### src/nes_pkg.sv
// Shared constants and types for the erase and unsecure sequencer.
package nes_pkg;

	localparam logic [7:0] NES_OFF_STATUS = 8'h00;
	localparam logic [7:0] NES_OFF_INDEX  = 8'h04;
	localparam logic [7:0] NES_OFF_PWORD  = 8'h08;
	localparam logic [7:0] NES_OFF_MODE   = 8'h0C;
	localparam logic [7:0] NES_OFF_PROT   = 8'h10;
	localparam logic [7:0] NES_OFF_SECURE = 8'h14;

	localparam int NES_ST_CMD_COMPLETE_FLAG   = 7;
	localparam int NES_ST_ACCESS_ERROR_FLAG = 5;
	localparam int NES_ST_PROTECT_VIOLATION_FLAG = 4;
	localparam int NES_ST_VERHI  = 1;
	localparam int NES_ST_VERLO  = 0;

	localparam int NES_MODE_ALL    = 0;
	localparam int NES_MODE_BLOCK  = 1;
	localparam int NES_MODE_SECTOR = 2;
	localparam int NES_MODE_UNSEC  = 3;

	localparam logic [7:0]  NES_OP_ERASE_ALL = 8'h08;
	localparam logic [7:0]  NES_OP_ERASE_BLK = 8'h09;
	localparam logic [7:0]  NES_OP_ERASE_SEC = 8'h0A;
	localparam logic [7:0]  NES_OP_UNSECURE  = 8'h0B;
	localparam logic [2:0]  NES_IDX_HEAD     = 3'h0;
	localparam logic [2:0]  NES_IDX_ADDR     = 3'h1;
	localparam logic [2:0]  NES_IDX_LAST     = 3'h5;
	localparam int          NES_BLK_SEL_BIT  = 7;
	localparam logic [6:0]  NES_BLK_ID_VALID = 7'h00;

	localparam logic [3:0]  NES_RST_MODE   = 4'hF;
	localparam logic [31:0] NES_RST_PROT   = 32'h0000_0000;
	localparam logic        NES_RST_SECURE = 1'b1;

	localparam logic [1:0] NES_RESP_OKAY   = 2'h0;
	localparam logic [1:0] NES_RESP_SLVERR = 2'h2;

	typedef enum logic [1:0] {
		NES_SCOPE_ALL    = 2'h0,
		NES_SCOPE_BLOCK  = 2'h1,
		NES_SCOPE_SECTOR = 2'h2
	} nes_scope_t;

	typedef struct packed {
		logic       verify;
		nes_scope_t scope;
		logic       eeprom;
		logic [15:0] addr;
	} nes_arr_cmd_t;

	typedef enum logic [2:0] {
		NES_REG_STATUS = 3'h0,
		NES_REG_INDEX  = 3'h1,
		NES_REG_PWORD  = 3'h2,
		NES_REG_MODE   = 3'h3,
		NES_REG_PROT   = 3'h4,
		NES_REG_SECURE = 3'h5,
		NES_REG_NONE   = 3'h7
	} nes_reg_t;

endpackage

### src/nes_sequencer.sv
// Erase-all, block-erase, sector-erase and unsecure command sequencer with an AXI4-Lite register slave.
`timescale 1ns/1ps
`default_nettype none

module nes_sequencer
	import nes_pkg::*;
#(
	parameter int REGION_LSB = 12
) (
	input  wire logic         aclk,
	input  wire logic         aresetn,
	input  wire logic [7:0]   s_axi_awaddr,
	input  wire logic [2:0]   s_axi_awprot,
	input  wire logic         s_axi_awvalid,
	output logic              s_axi_awready,
	input  wire logic [31:0]  s_axi_wdata,
	input  wire logic [3:0]   s_axi_wstrb,
	input  wire logic         s_axi_wvalid,
	output logic              s_axi_wready,
	output logic [1:0]        s_axi_bresp,
	output logic              s_axi_bvalid,
	input  wire logic         s_axi_bready,
	input  wire logic [7:0]   s_axi_araddr,
	input  wire logic [2:0]   s_axi_arprot,
	input  wire logic         s_axi_arvalid,
	output logic              s_axi_arready,
	output logic [31:0]       s_axi_rdata,
	output logic [1:0]        s_axi_rresp,
	output logic              s_axi_rvalid,
	input  wire logic         s_axi_rready,
	output nes_arr_cmd_t      arr_cmd,
	output logic              arr_req,
	input  wire logic         arr_done,
	input  wire logic         arr_err,
	input  wire logic         arr_uncorr,
	output logic              device_secure,
	output logic              cmd_busy
);

	if (REGION_LSB < 2 || REGION_LSB > 12) begin : g_bad_region
		$error("REGION_LSB must lie between 2 and 12.");
	end
	typedef enum logic [5:0] {
		NES_S_IDLE    = 6'b000001,
		NES_S_ERASE   = 6'b000010,
		NES_S_ERWAIT  = 6'b000100,
		NES_S_VERIFY  = 6'b001000,
		NES_S_VFWAIT  = 6'b010000,
		NES_S_FINISH  = 6'b100000
	} nes_state_t;
	function automatic nes_reg_t nes_decode(input logic [7:0] addr);
		nes_reg_t sel;
		sel = NES_REG_NONE;
		if (addr == NES_OFF_STATUS) begin
			sel = NES_REG_STATUS;
		end else if (addr == NES_OFF_INDEX) begin
			sel = NES_REG_INDEX;
		end else if (addr == NES_OFF_PWORD) begin
			sel = NES_REG_PWORD;
		end else if (addr == NES_OFF_MODE) begin
			sel = NES_REG_MODE;
		end else if (addr == NES_OFF_PROT) begin
			sel = NES_REG_PROT;
		end else if (addr == NES_OFF_SECURE) begin
			sel = NES_REG_SECURE;
		end
		return sel;
	endfunction
	nes_state_t   state_r;
	logic         cmd_complete_flag_r;
	logic         access_error_flag_r;
	logic         protect_violation_flag_r;
	logic         verify_error_hi_r;
	logic         verify_error_lo_r;
	logic [2:0]   param_index_r;
	logic [15:0]  cmd_param_word_r [0:5];
	logic [3:0]   mode_allow_r;
	logic [31:0]  prot_r;
	logic         secure_r;
	logic         release_r;
	logic         aw_held_r;
	logic         w_held_r;
	logic [7:0]   awaddr_r;
	logic [31:0]  wdata_r;
	logic [3:0]   wstrb_r;
	logic         wr_go;
	nes_reg_t     wr_sel;
	logic [31:0]  wmask;
	logic         launch;
	logic         chk_acc;
	logic         chk_prot;
	logic [7:0]   op_code;
	logic [7:0]   blk_code;
	logic [15:0]  sec_addr;
	logic [3:0]   region;
	logic [15:0]  blk_prot;
	assign wr_go    = aw_held_r && w_held_r && !s_axi_bvalid;
	assign wr_sel   = nes_decode(awaddr_r);
	assign wmask    = {{8{wstrb_r[3]}}, {8{wstrb_r[2]}}, {8{wstrb_r[1]}}, {8{wstrb_r[0]}}};
	assign launch   = wr_go && wr_sel == NES_REG_STATUS && wstrb_r[0] && wdata_r[NES_ST_CMD_COMPLETE_FLAG]
		&& cmd_complete_flag_r;
	assign op_code  = cmd_param_word_r[0][15:8];
	assign blk_code = cmd_param_word_r[0][7:0];
	assign sec_addr = cmd_param_word_r[1];
	assign region   = sec_addr[REGION_LSB +: 4];
	assign blk_prot = blk_code[NES_BLK_SEL_BIT] ? prot_r[31:16] : prot_r[15:0];
	// Launch checks; protection is only reported for a well-formed command.
	always_comb begin
		chk_acc  = 1'b0;
		chk_prot = 1'b0;
		case (op_code)
			NES_OP_ERASE_ALL: begin
				chk_acc  = param_index_r != NES_IDX_HEAD || !mode_allow_r[NES_MODE_ALL];
				chk_prot = |prot_r;
			end
			NES_OP_UNSECURE: begin
				chk_acc  = param_index_r != NES_IDX_HEAD || !mode_allow_r[NES_MODE_UNSEC];
				chk_prot = |prot_r;
			end
			NES_OP_ERASE_BLK: begin
				chk_acc  = param_index_r != NES_IDX_ADDR || !mode_allow_r[NES_MODE_BLOCK]
					|| blk_code[6:0] != NES_BLK_ID_VALID;
				chk_prot = |blk_prot;
			end
			NES_OP_ERASE_SEC: begin
				chk_acc  = param_index_r != NES_IDX_ADDR || !mode_allow_r[NES_MODE_SECTOR]
					|| blk_code[6:0] != NES_BLK_ID_VALID
					|| sec_addr[1:0] != 2'h0;
				chk_prot = blk_prot[region];
			end
			default: begin
				chk_acc  = 1'b1;
				chk_prot = 1'b0;
			end
		endcase
	end

	// Write address and data channels are taken independently, in either order.
	always_ff @(posedge aclk) begin
		if (!aresetn) begin
			aw_held_r     <= 1'b0;
			awaddr_r      <= 8'h00;
			s_axi_awready <= 1'b0;
		end else if (s_axi_awvalid && s_axi_awready) begin
			aw_held_r     <= 1'b1;
			awaddr_r      <= s_axi_awaddr;
			s_axi_awready <= 1'b0;
		end else if (wr_go) begin
			aw_held_r     <= 1'b0;
		end else begin
			s_axi_awready <= !aw_held_r;
		end
	end
	always_ff @(posedge aclk) begin
		if (!aresetn) begin
			w_held_r     <= 1'b0;
			wdata_r      <= 32'h0000_0000;
			wstrb_r      <= 4'h0;
			s_axi_wready <= 1'b0;
		end else if (s_axi_wvalid && s_axi_wready) begin
			w_held_r     <= 1'b1;
			wdata_r      <= s_axi_wdata;
			wstrb_r      <= s_axi_wstrb;
			s_axi_wready <= 1'b0;
		end else if (wr_go) begin
			w_held_r     <= 1'b0;
		end else begin
			s_axi_wready <= !w_held_r;
		end
	end
	always_ff @(posedge aclk) begin
		if (!aresetn) begin
			s_axi_bvalid <= 1'b0;
			s_axi_bresp  <= NES_RESP_OKAY;
		end else if (wr_go) begin
			s_axi_bvalid <= 1'b1;
			s_axi_bresp  <= (wr_sel == NES_REG_NONE) ? NES_RESP_SLVERR : NES_RESP_OKAY;
		end else if (s_axi_bready) begin
			s_axi_bvalid <= 1'b0;
		end
	end
	always_ff @(posedge aclk) begin
		if (!aresetn) begin
			s_axi_arready <= 1'b0;
			s_axi_rvalid  <= 1'b0;
			s_axi_rdata   <= 32'h0000_0000;
			s_axi_rresp   <= NES_RESP_OKAY;
		end else if (s_axi_arvalid && s_axi_arready) begin
			s_axi_arready <= 1'b0;
			s_axi_rvalid  <= 1'b1;
			s_axi_rresp   <= NES_RESP_OKAY;
			s_axi_rdata   <= 32'h0000_0000;
			case (nes_decode(s_axi_araddr))
				NES_REG_STATUS: begin
					s_axi_rdata[NES_ST_CMD_COMPLETE_FLAG]   <= cmd_complete_flag_r;
					s_axi_rdata[NES_ST_ACCESS_ERROR_FLAG] <= access_error_flag_r;
					s_axi_rdata[NES_ST_PROTECT_VIOLATION_FLAG] <= protect_violation_flag_r;
					s_axi_rdata[NES_ST_VERHI]  <= verify_error_hi_r;
					s_axi_rdata[NES_ST_VERLO]  <= verify_error_lo_r;
				end
				NES_REG_INDEX: begin
					s_axi_rdata[2:0] <= param_index_r;
				end
				NES_REG_PWORD: begin
					s_axi_rdata[15:0] <= (param_index_r <= NES_IDX_LAST) ?
						cmd_param_word_r[param_index_r] : 16'h0000;
				end
				NES_REG_MODE: begin
					s_axi_rdata[3:0] <= mode_allow_r;
				end
				NES_REG_PROT: begin
					s_axi_rdata <= prot_r;
				end
				NES_REG_SECURE: begin
					s_axi_rdata[0] <= secure_r;
				end
				default: begin
					s_axi_rresp <= NES_RESP_SLVERR;
				end
			endcase
		end else if (s_axi_rvalid) begin
			if (s_axi_rready) begin
				s_axi_rvalid  <= 1'b0;
				s_axi_arready <= 1'b1;
			end
		end else begin
			s_axi_arready <= 1'b1;
		end
	end

	// Parameter and configuration writes are dropped while a command runs, so a stray
	// write cannot alter an erase in flight.
	always_ff @(posedge aclk) begin
		if (!aresetn) begin
			param_index_r <= 3'h0;
			mode_allow_r  <= NES_RST_MODE;
			prot_r        <= NES_RST_PROT;
		end else if (wr_go && cmd_complete_flag_r) begin
			if (wr_sel == NES_REG_INDEX && wstrb_r[0]) begin
				param_index_r <= wdata_r[2:0];
			end else if (wr_sel == NES_REG_MODE && wstrb_r[0]) begin
				mode_allow_r <= wdata_r[3:0];
			end else if (wr_sel == NES_REG_PROT) begin
				prot_r <= (prot_r & ~wmask) | (wdata_r & wmask);
			end
		end
	end
	always_ff @(posedge aclk) begin
		if (!aresetn) begin
			for (int i = 0; i <= 5; i++) begin
				cmd_param_word_r[i] <= 16'h0000;
			end
		end else if (wr_go && cmd_complete_flag_r && wr_sel == NES_REG_PWORD
			&& param_index_r <= NES_IDX_LAST) begin
			if (wstrb_r[1]) begin
				cmd_param_word_r[param_index_r][15:8] <= wdata_r[15:8];
			end
			if (wstrb_r[0]) begin
				cmd_param_word_r[param_index_r][7:0] <= wdata_r[7:0];
			end
		end
	end
	// Error flags clear on writing one; a flag raised in the same cycle wins.
	always_ff @(posedge aclk) begin
		if (!aresetn) begin
			access_error_flag_r      <= 1'b0;
			protect_violation_flag_r <= 1'b0;
		end else begin
			if (launch && chk_acc) begin
				access_error_flag_r <= 1'b1;
			end else if (wr_go && wr_sel == NES_REG_STATUS && wstrb_r[0] && wdata_r[NES_ST_ACCESS_ERROR_FLAG]) begin
				access_error_flag_r <= 1'b0;
			end
			if (launch && !chk_acc && chk_prot) begin
				protect_violation_flag_r <= 1'b1;
			end else if (wr_go && wr_sel == NES_REG_STATUS && wstrb_r[0] && wdata_r[NES_ST_PROTECT_VIOLATION_FLAG]) begin
				protect_violation_flag_r <= 1'b0;
			end
		end
	end

	always_ff @(posedge aclk) begin
		if (!aresetn) begin
			state_r             <= NES_S_IDLE;
			cmd_complete_flag_r <= 1'b1;
			release_r           <= 1'b0;
			arr_req             <= 1'b0;
			arr_cmd             <= '0;
		end else begin
			arr_req <= 1'b0;
			case (state_r)
				NES_S_IDLE: begin
					if (launch && !chk_acc && !chk_prot) begin
						cmd_complete_flag_r <= 1'b0;
						release_r           <= op_code == NES_OP_ERASE_ALL || op_code == NES_OP_UNSECURE;
						arr_cmd.eeprom      <= blk_code[NES_BLK_SEL_BIT];
						arr_cmd.addr        <= sec_addr;
						arr_cmd.verify      <= 1'b0;
						if (op_code == NES_OP_ERASE_BLK) begin
							arr_cmd.scope <= NES_SCOPE_BLOCK;
						end else if (op_code == NES_OP_ERASE_SEC) begin
							arr_cmd.scope <= NES_SCOPE_SECTOR;
						end else begin
							arr_cmd.scope <= NES_SCOPE_ALL;
						end
						state_r <= NES_S_ERASE;
					end
				end
				NES_S_ERASE: begin
					arr_req <= 1'b1;
					state_r <= NES_S_ERWAIT;
				end
				NES_S_ERWAIT: begin
					if (arr_done) begin
						state_r <= NES_S_VERIFY;
					end
				end
				NES_S_VERIFY: begin
					arr_cmd.verify <= 1'b1;
					arr_req        <= 1'b1;
					state_r        <= NES_S_VFWAIT;
				end
				NES_S_VFWAIT: begin
					if (arr_done) begin
						state_r <= NES_S_FINISH;
					end
				end
				NES_S_FINISH: begin
					cmd_complete_flag_r <= 1'b1;
					release_r           <= 1'b0;
					arr_cmd.verify      <= 1'b0;
					state_r             <= NES_S_IDLE;
				end
				default: begin
					state_r             <= NES_S_IDLE;
					cmd_complete_flag_r <= 1'b1;
				end
			endcase
		end
	end
	// Verify status is cleared by each accepted launch and sampled when verify ends.
	always_ff @(posedge aclk) begin
		if (!aresetn) begin
			verify_error_hi_r <= 1'b0;
			verify_error_lo_r <= 1'b0;
		end else if (state_r == NES_S_VFWAIT && arr_done) begin
			verify_error_hi_r <= arr_err || arr_uncorr;
			verify_error_lo_r <= arr_uncorr;
		end else if (state_r == NES_S_IDLE && launch && !chk_acc && !chk_prot) begin
			verify_error_hi_r <= 1'b0;
			verify_error_lo_r <= 1'b0;
		end
	end
	// Security is only ever released here; relocking is left to the reset value.
	always_ff @(posedge aclk) begin
		if (!aresetn) begin
			secure_r <= NES_RST_SECURE;
		end else if (state_r == NES_S_VFWAIT && arr_done && release_r && !arr_err && !arr_uncorr) begin
			secure_r <= 1'b0;
		end
	end
	always_ff @(posedge aclk) begin
		if (!aresetn) begin
			device_secure <= NES_RST_SECURE;
			cmd_busy      <= 1'b0;
		end else begin
			device_secure <= secure_r;
			cmd_busy      <= !cmd_complete_flag_r;
		end
	end

endmodule

`default_nettype wire

### config.mk
export PLATFORM = sky130hd
export DESIGN_NAME = nes_sequencer
export DESIGN_NICKNAME = d
export VERILOG_FILES = /design/src/nes_pkg.sv /design/src/nes_sequencer.sv
export SDC_FILE = /design/constraint.sdc
export NUM_CORES = 1
export LEC_CHECK = 0
export ABC_AREA = 1
export ABC_CLOCK_PERIOD_IN_PS = 3400
export BUFFER_PORTS_ARGS = -buffer_cell sky130_fd_sc_hd__clkbuf_2
export CORE_ASPECT_RATIO = 1.75
export CORE_MARGIN = 3
export CORE_UTILIZATION = 52
export DETAILED_ROUTE_END_ITERATION = 8
export GPL_ROUTABILITY_DRIVEN = 0
export MAX_ROUTING_LAYER = met4
export PLACE_DENSITY = 0.72
export SLEW_MARGIN = 0
export SYNTH_ARGS = -nofsm -noshare
export SYNTH_HDL_FRONTEND = slang
export SYNTH_SLANG_ARGS = --single-unit
### constraint.sdc
create_clock -name aclk -period 3.4 [get_ports aclk]
set_input_delay 0.51 -clock aclk [delete_from_list [all_inputs] [get_ports aclk]]
set_output_delay 0.51 -clock aclk [all_outputs]
set_load 0.01 [all_outputs]
Yosys cells after proc, flatten, opt, wreduce, memory -nomap -nowiden
Memory sizes are Yosys's and may differ from the RTL's. A register that Yosys moved wholly into a read port is not among the register bits.
Cells that the tools add are included.
{"block": "totals", "ff_bits": 162, "memories": 1, "ram_bits": 96, "wordCells": 233, "output_inout_bits": 64}
{"block": "classes", "n_reduce_logical": 81, "n_mux": 75, "n_eq_ne": 35, "magnitude_cmp": 2, "bitwise": 8}
{"name": "cmd_param_word_r", "words": 6, "word_bits": 16, "rd": 3, "rd_ports_with_merged_regs": 1, "wr": 6, "line": "nes_sequencer.sv:76", "text": "logic [15:0] cmd_param_word_r [0:5];"}
{"cell": "bitwise AND 32 bit", "count": 2}
{"cell": "equality test 8 x 4 -> 1 bit, second input constant", "count": 8}
{"cell": "2-to-1 mux 16 bit", "count": 4}
{"cell": "2-to-1 mux 3 bit", "count": 13}
{"cell": "equality test 8 x 5 -> 1 bit, second input constant", "count": 4}
{"cell": "inverter 32 bit", "count": 1}
{"cell": "OR 32 bit", "count": 1}
{"cell": "OR reduction 16 bit", "count": 2}
{"cell": "OR reduction 32 bit", "count": 1}
{"cell": "2-to-1 mux 1 bit", "count": 30}
{"cell": "one-hot mux 6 bit (5 select lines)", "count": 1}
{"cell": "logical AND 1 bit", "count": 27}
{"cell": "2-to-1 mux 20 bit", "count": 1}
{"cell": "2-to-1 mux 2 bit", "count": 9}
{"cell": "2-to-1 mux 6 bit", "count": 3}
{"cell": "equality test 8 x 3 -> 1 bit, second input constant", "count": 2}
{"cell": "logical NOT 8 bit", "count": 2}
{"cell": "one-hot mux 8 bit (2 select lines)", "count": 1}
{"cell": "nonzero test 2 bit", "count": 8}
{"cell": "equality test 3 x 2 -> 1 bit, second input constant", "count": 4}
{"cell": "equality test 3 bit, second input constant", "count": 4}
{"cell": "logical NOT 1 bit", "count": 12}
{"cell": "one-hot mux 1 bit (3 select lines)", "count": 4}
{"cell": "AND reduction 2 bit", "count": 5}
{"cell": "28 further kinds", "count": 52}

Longest topological paths before layout
{"block": "depth", "ltp_word": 17, "depth_mapped": 15, "depth_no_buf": 14}

Worst setup path after synthesis
OpenSTA, ideal clock, no wires.
{"block": "synth_path", "path_type": "register to register", "start": "register s_axi_bvalid", "end": "memory cmd_param_word_r[0][0], enable pin", "setup_ns": 0.329, "arrival_time_ns": 1.820, "slack_ns": 1.252, "path_stages_with_launch": 12, "synth_period_minus_slack_ns": 2.148, "path_buffers": 0, "path_cell_list": "dfxtp_1 -> nor2_2 -> nand2_1 -> nor2_2 -> nand3_1 -> nor3_2 -> o21ai_2 -> nor2_8 -> inv_4 -> nor2_4 -> nand3_4 -> nand2_1"}
{"element": "start, declared", "line": "nes_sequencer.sv:21", "text": "output logic s_axi_bvalid,"}
{"element": "start signal, assigned", "line": "nes_sequencer.sv:173", "text": "s_axi_bvalid <= 1'b0;"}
{"element": "start signal, assigned", "line": "nes_sequencer.sv:176", "text": "s_axi_bvalid <= 1'b1;"}
{"element": "start signal, assigned", "line": "nes_sequencer.sv:179", "text": "s_axi_bvalid <= 1'b0;"}
{"element": "end, declared", "line": "nes_sequencer.sv:76"}

==> flow_summary.yaml <==
logic_synthesis:
  async_flop_share_pct: 0
  yosysWarnings: 0
  synthCells: 1474
  synthTopCellsByArea: "edfxtp_1, dfxtp_1, nand2_1, nor2_1, o21ai_0"
  yosysTopAreaCell: "edfxtp_1"
  ys.flop_type: "dfxtp_1"
  yosysSeqAreaShare_pct: 56.6
  synth_seq_cells: 291
  syn_area_mm2: 0.0126
  ys_types: 51
  synth.avg_cell_area_um2: 8.52
  synth_edf_count: 128
  yosysTopAreaCellShare_pct: 30.6
floorplan:
  core_mm2: 0.0235
  rows: 74
  io_pins: 132
  start_util_pct: 53.4
  chipWidth_um: 123
  die-area_mm2: 0.0261
  die_y_um: 212
clock_network:
  clk_pin_slew_ns: 0.06
  cts_setup_buffers: 0
  htreeDepth: 1
  root_buffer: "clkbuf_16"
  clk-insertion-delay-late_ns: 0.55
  cts_tree: "built"
  cts_resized: 0
  cts_hold_buffers: 0
  clock_sinks: 291
  ctsLongestPathBuffers: 3
  cts_buffers: 26
power_and_ir_drop:
  powerDensity_mw_per_mm2: 506
  p_leak_nw: 5.94
  peakVddDrop_mv: 0.375
finish:
  syn_to_final_growth_pct: 14.3
  nets: 1671
  fillers: 2026
  post-route-util_pct: 61.0
  layout-drive-gt1-share_pct: 13.9
  final_cell_area_mm2: 0.0143
  diodes: 0
detailed_routing:
  firstDrtPassIters: 5
  wire_per_inst_um: 17.7
  ant_nets: 0
  drt_iter0_drc: 1090
  vias_per_cell: 5.55
  finalWirelength_um: 34000
  drc_errors: 0
  vias: 10700
worst_setup_path:
  cp_data_arrival_time_ns: 3.07
  crit_path_max_incr_delay_ns: 0.47
  crit_type: "flop to flop"
  crit_path_end_kind: "flop"
  crit_slowest_cell: "nand2_1"
  crit_path_cell_trace: "nor2_1, inv_2, nor2_4, nand3_1, nor3_2, o21ai_2, nor2_8, nand3_1, nand2_1"
  crit_family: "simple AND/OR/NAND/NOR gates"
  critPathBufInv: 1
  start_kind: "flop"
  crit_required_ns: 3.60
  cpMostUsedCell: "nand3_1"
  cp_max_fo: 18
placed_design:
  placed_area_mm2: 0.0135
  dp_slack_ns: 0.547
  place_hpwl_um: 24600
  portBuffers: 123
global_route:
  overflow: 0
  met2_usage_pct: 46.6
  busiest_layer: "met2"
  grt_antenna_before_repair: 0
  grt_pass1_wl_um: 52200
  grt_start_max_net_pins: 85
  grtUsageMet1_pct: 29.5
  use_met3_pct: 2.62
  grt_use_total_pct: 26.4
  grt_pass1_vias: 10100
status:
  outcome: "complete, no violations"
timing:
  rsz0062_at_grt: "no"
  max_freq_mhz: 348
  slew_headroom_pct: 33.7
  postLayoutSetupSlackWorst_ns: 0.528
  setup_tns_ns: 0
  worst_slew_pin_slew_ns: 0.994
  finalHoldViolCount: 0
  period_needed_ns: 2.87
  clock-skew-final_ns: 0.0100
  setup_viol: 0
  period_share_pct: 84.5
  final_max_slew_viol_count: 0
run:
  drv_cap: 0
min_path:
  hold_class: "input pin to flop"
[through the flow]
step / hold slack, ns / power (W) / std cells
floorplan: 0.418 / 0.00422 / 1507
global placement: 0.436 / 0.00438 / 1879
detailed placement: 0.441 / 0.00440 / 1879
CTS: 0.204 / 0.00728 / 1927
global route: 0.216 / 0.00750 / 1927
finish: 0.213 / 0.00726 / 1927
[path summary, 6_finish.rpt]
path,slack [ns],end,startpoint,cells past startpoint
worst max-delay path,0.53,cmd_param_word_r[1][4],awaddr_r[0],9
worst min-delay path,0.21,s_axi_bvalid,s_axi_bready,4
worst max register to register,0.53,cmd_param_word_r[1][4],awaddr_r[0],9
worst min register to register,0.45,s_axi_rdata[2],s_axi_rdata[2],2
[placed cells by master, fill, tap and decap left out, types with 3 or more instances in the layout]
master,instances
a31oi_1,12
inv_1,112
clkinv_2,3
clkinv_1,3
clkinvlp_2,3
nand2_1,268
clkbuf_2,122
nor2_1,265
nand2_2,3
o221ai_1,5
a32o_1,9
nor4_1,3
conb_1,34
nand3_1,82
inv_2,4
o21ai_1,9
nand4_1,14
nor2_2,11
o31ai_1,17
a21oi_1,105
nand4_2,8
clkbuf_8,5
o211ai_1,6
o21ai_0,130
clkbuf_1,6
buf_4,20
clkbuf_16,27
dfxtp_1,162
edfxtp_1,128
o2111ai_1,3
nor3_1,8
[synthesized netlist by cell type (3+ instances only)]
| cell type | n |
|---|---|
| nand2_1 | 268 |
| a32o_1 | 9 |
| nor2_2 | 11 |
| nand4_2 | 8 |
| nand2_2 | 3 |
| nor3_1 | 8 |
| nand3_1 | 82 |
| clkbuf_1 | 53 |
| o21ai_1 | 9 |
| o31ai_1 | 17 |
| buf_6 | 3 |
| nor4_1 | 3 |
| inv_1 | 112 |
| buf_1 | 5 |
| o211ai_1 | 6 |
| nor2_1 | 265 |
| o21ai_0 | 130 |
| inv_2 | 4 |
| o221ai_1 | 5 |
| o2111ai_1 | 3 |
| a21oi_1 | 105 |
| dfxtp_1 | 163 |
| buf_2 | 10 |
| nand4_1 | 14 |
| edfxtp_1 | 128 |
| a31oi_1 | 12 |
| buf_4 | 3 |
[layer usage]
layer  routed length [um]  vias to the layer above
met5                    0                        -
met4                 1690                        0
met3                 1870                       97
met2                18000                      394
met1                12500                     5009
li1                     -                     5188
[where the power goes]
| group | internal, W | leakage [nW] | switching (W) | total, W |
|---|---|---|---|---|
| Clock | 0.00164 | 0.404 | 0.00129 | 0.00293 |
| Sequential | 0.00376 | 2.65 | 0.0000772 | 0.00384 |
| Combinational | 0.000154 | 2.89 | 0.000332 | 0.000486 |
| Total | 0.00556 | 5.94 | 0.00170 | 0.00726 |
[worst register-to-register path: cells and delay by family, from the launching register on]
kind	cells	cell delay (ns)
and+or+nand+nor	7	1.97
DFF	1	0.31
AOI/OAI and AO/OA	1	0.16
buffers and inverters	1	0.09
[area by class of cell]
cell class / count / area (um^2) / area share (%)
repair buffers: 142 / 761 / 5.30
clock buffers: 38 / 767 / 5.35
well taps: 304 / 380 / 2.65
clock inverters: 10 / 82.6 / 0.576
multi-input cells: 1021 / 4790 / 33.4
inverters: 121 / 460 / 3.21
flip-flops and latches: 291 / 7110 / 49.5
[cells by family after synthesis]
| kind of cell | count (synthesis) | share of synthesized area, % |
|---|---|---|
| AO/OA/AOI/OAI | 309 | 13.8 |
| buffers and inverters | 195 | 6.25 |
| flip-flops | 291 | 56.6 |
| multiplexers | 1 | 0.0797 |
| other | 1 | 0.0299 |
| AND/OR/NAND/NOR | 677 | 23.2 |
Power figures use the tool's default switching activity.
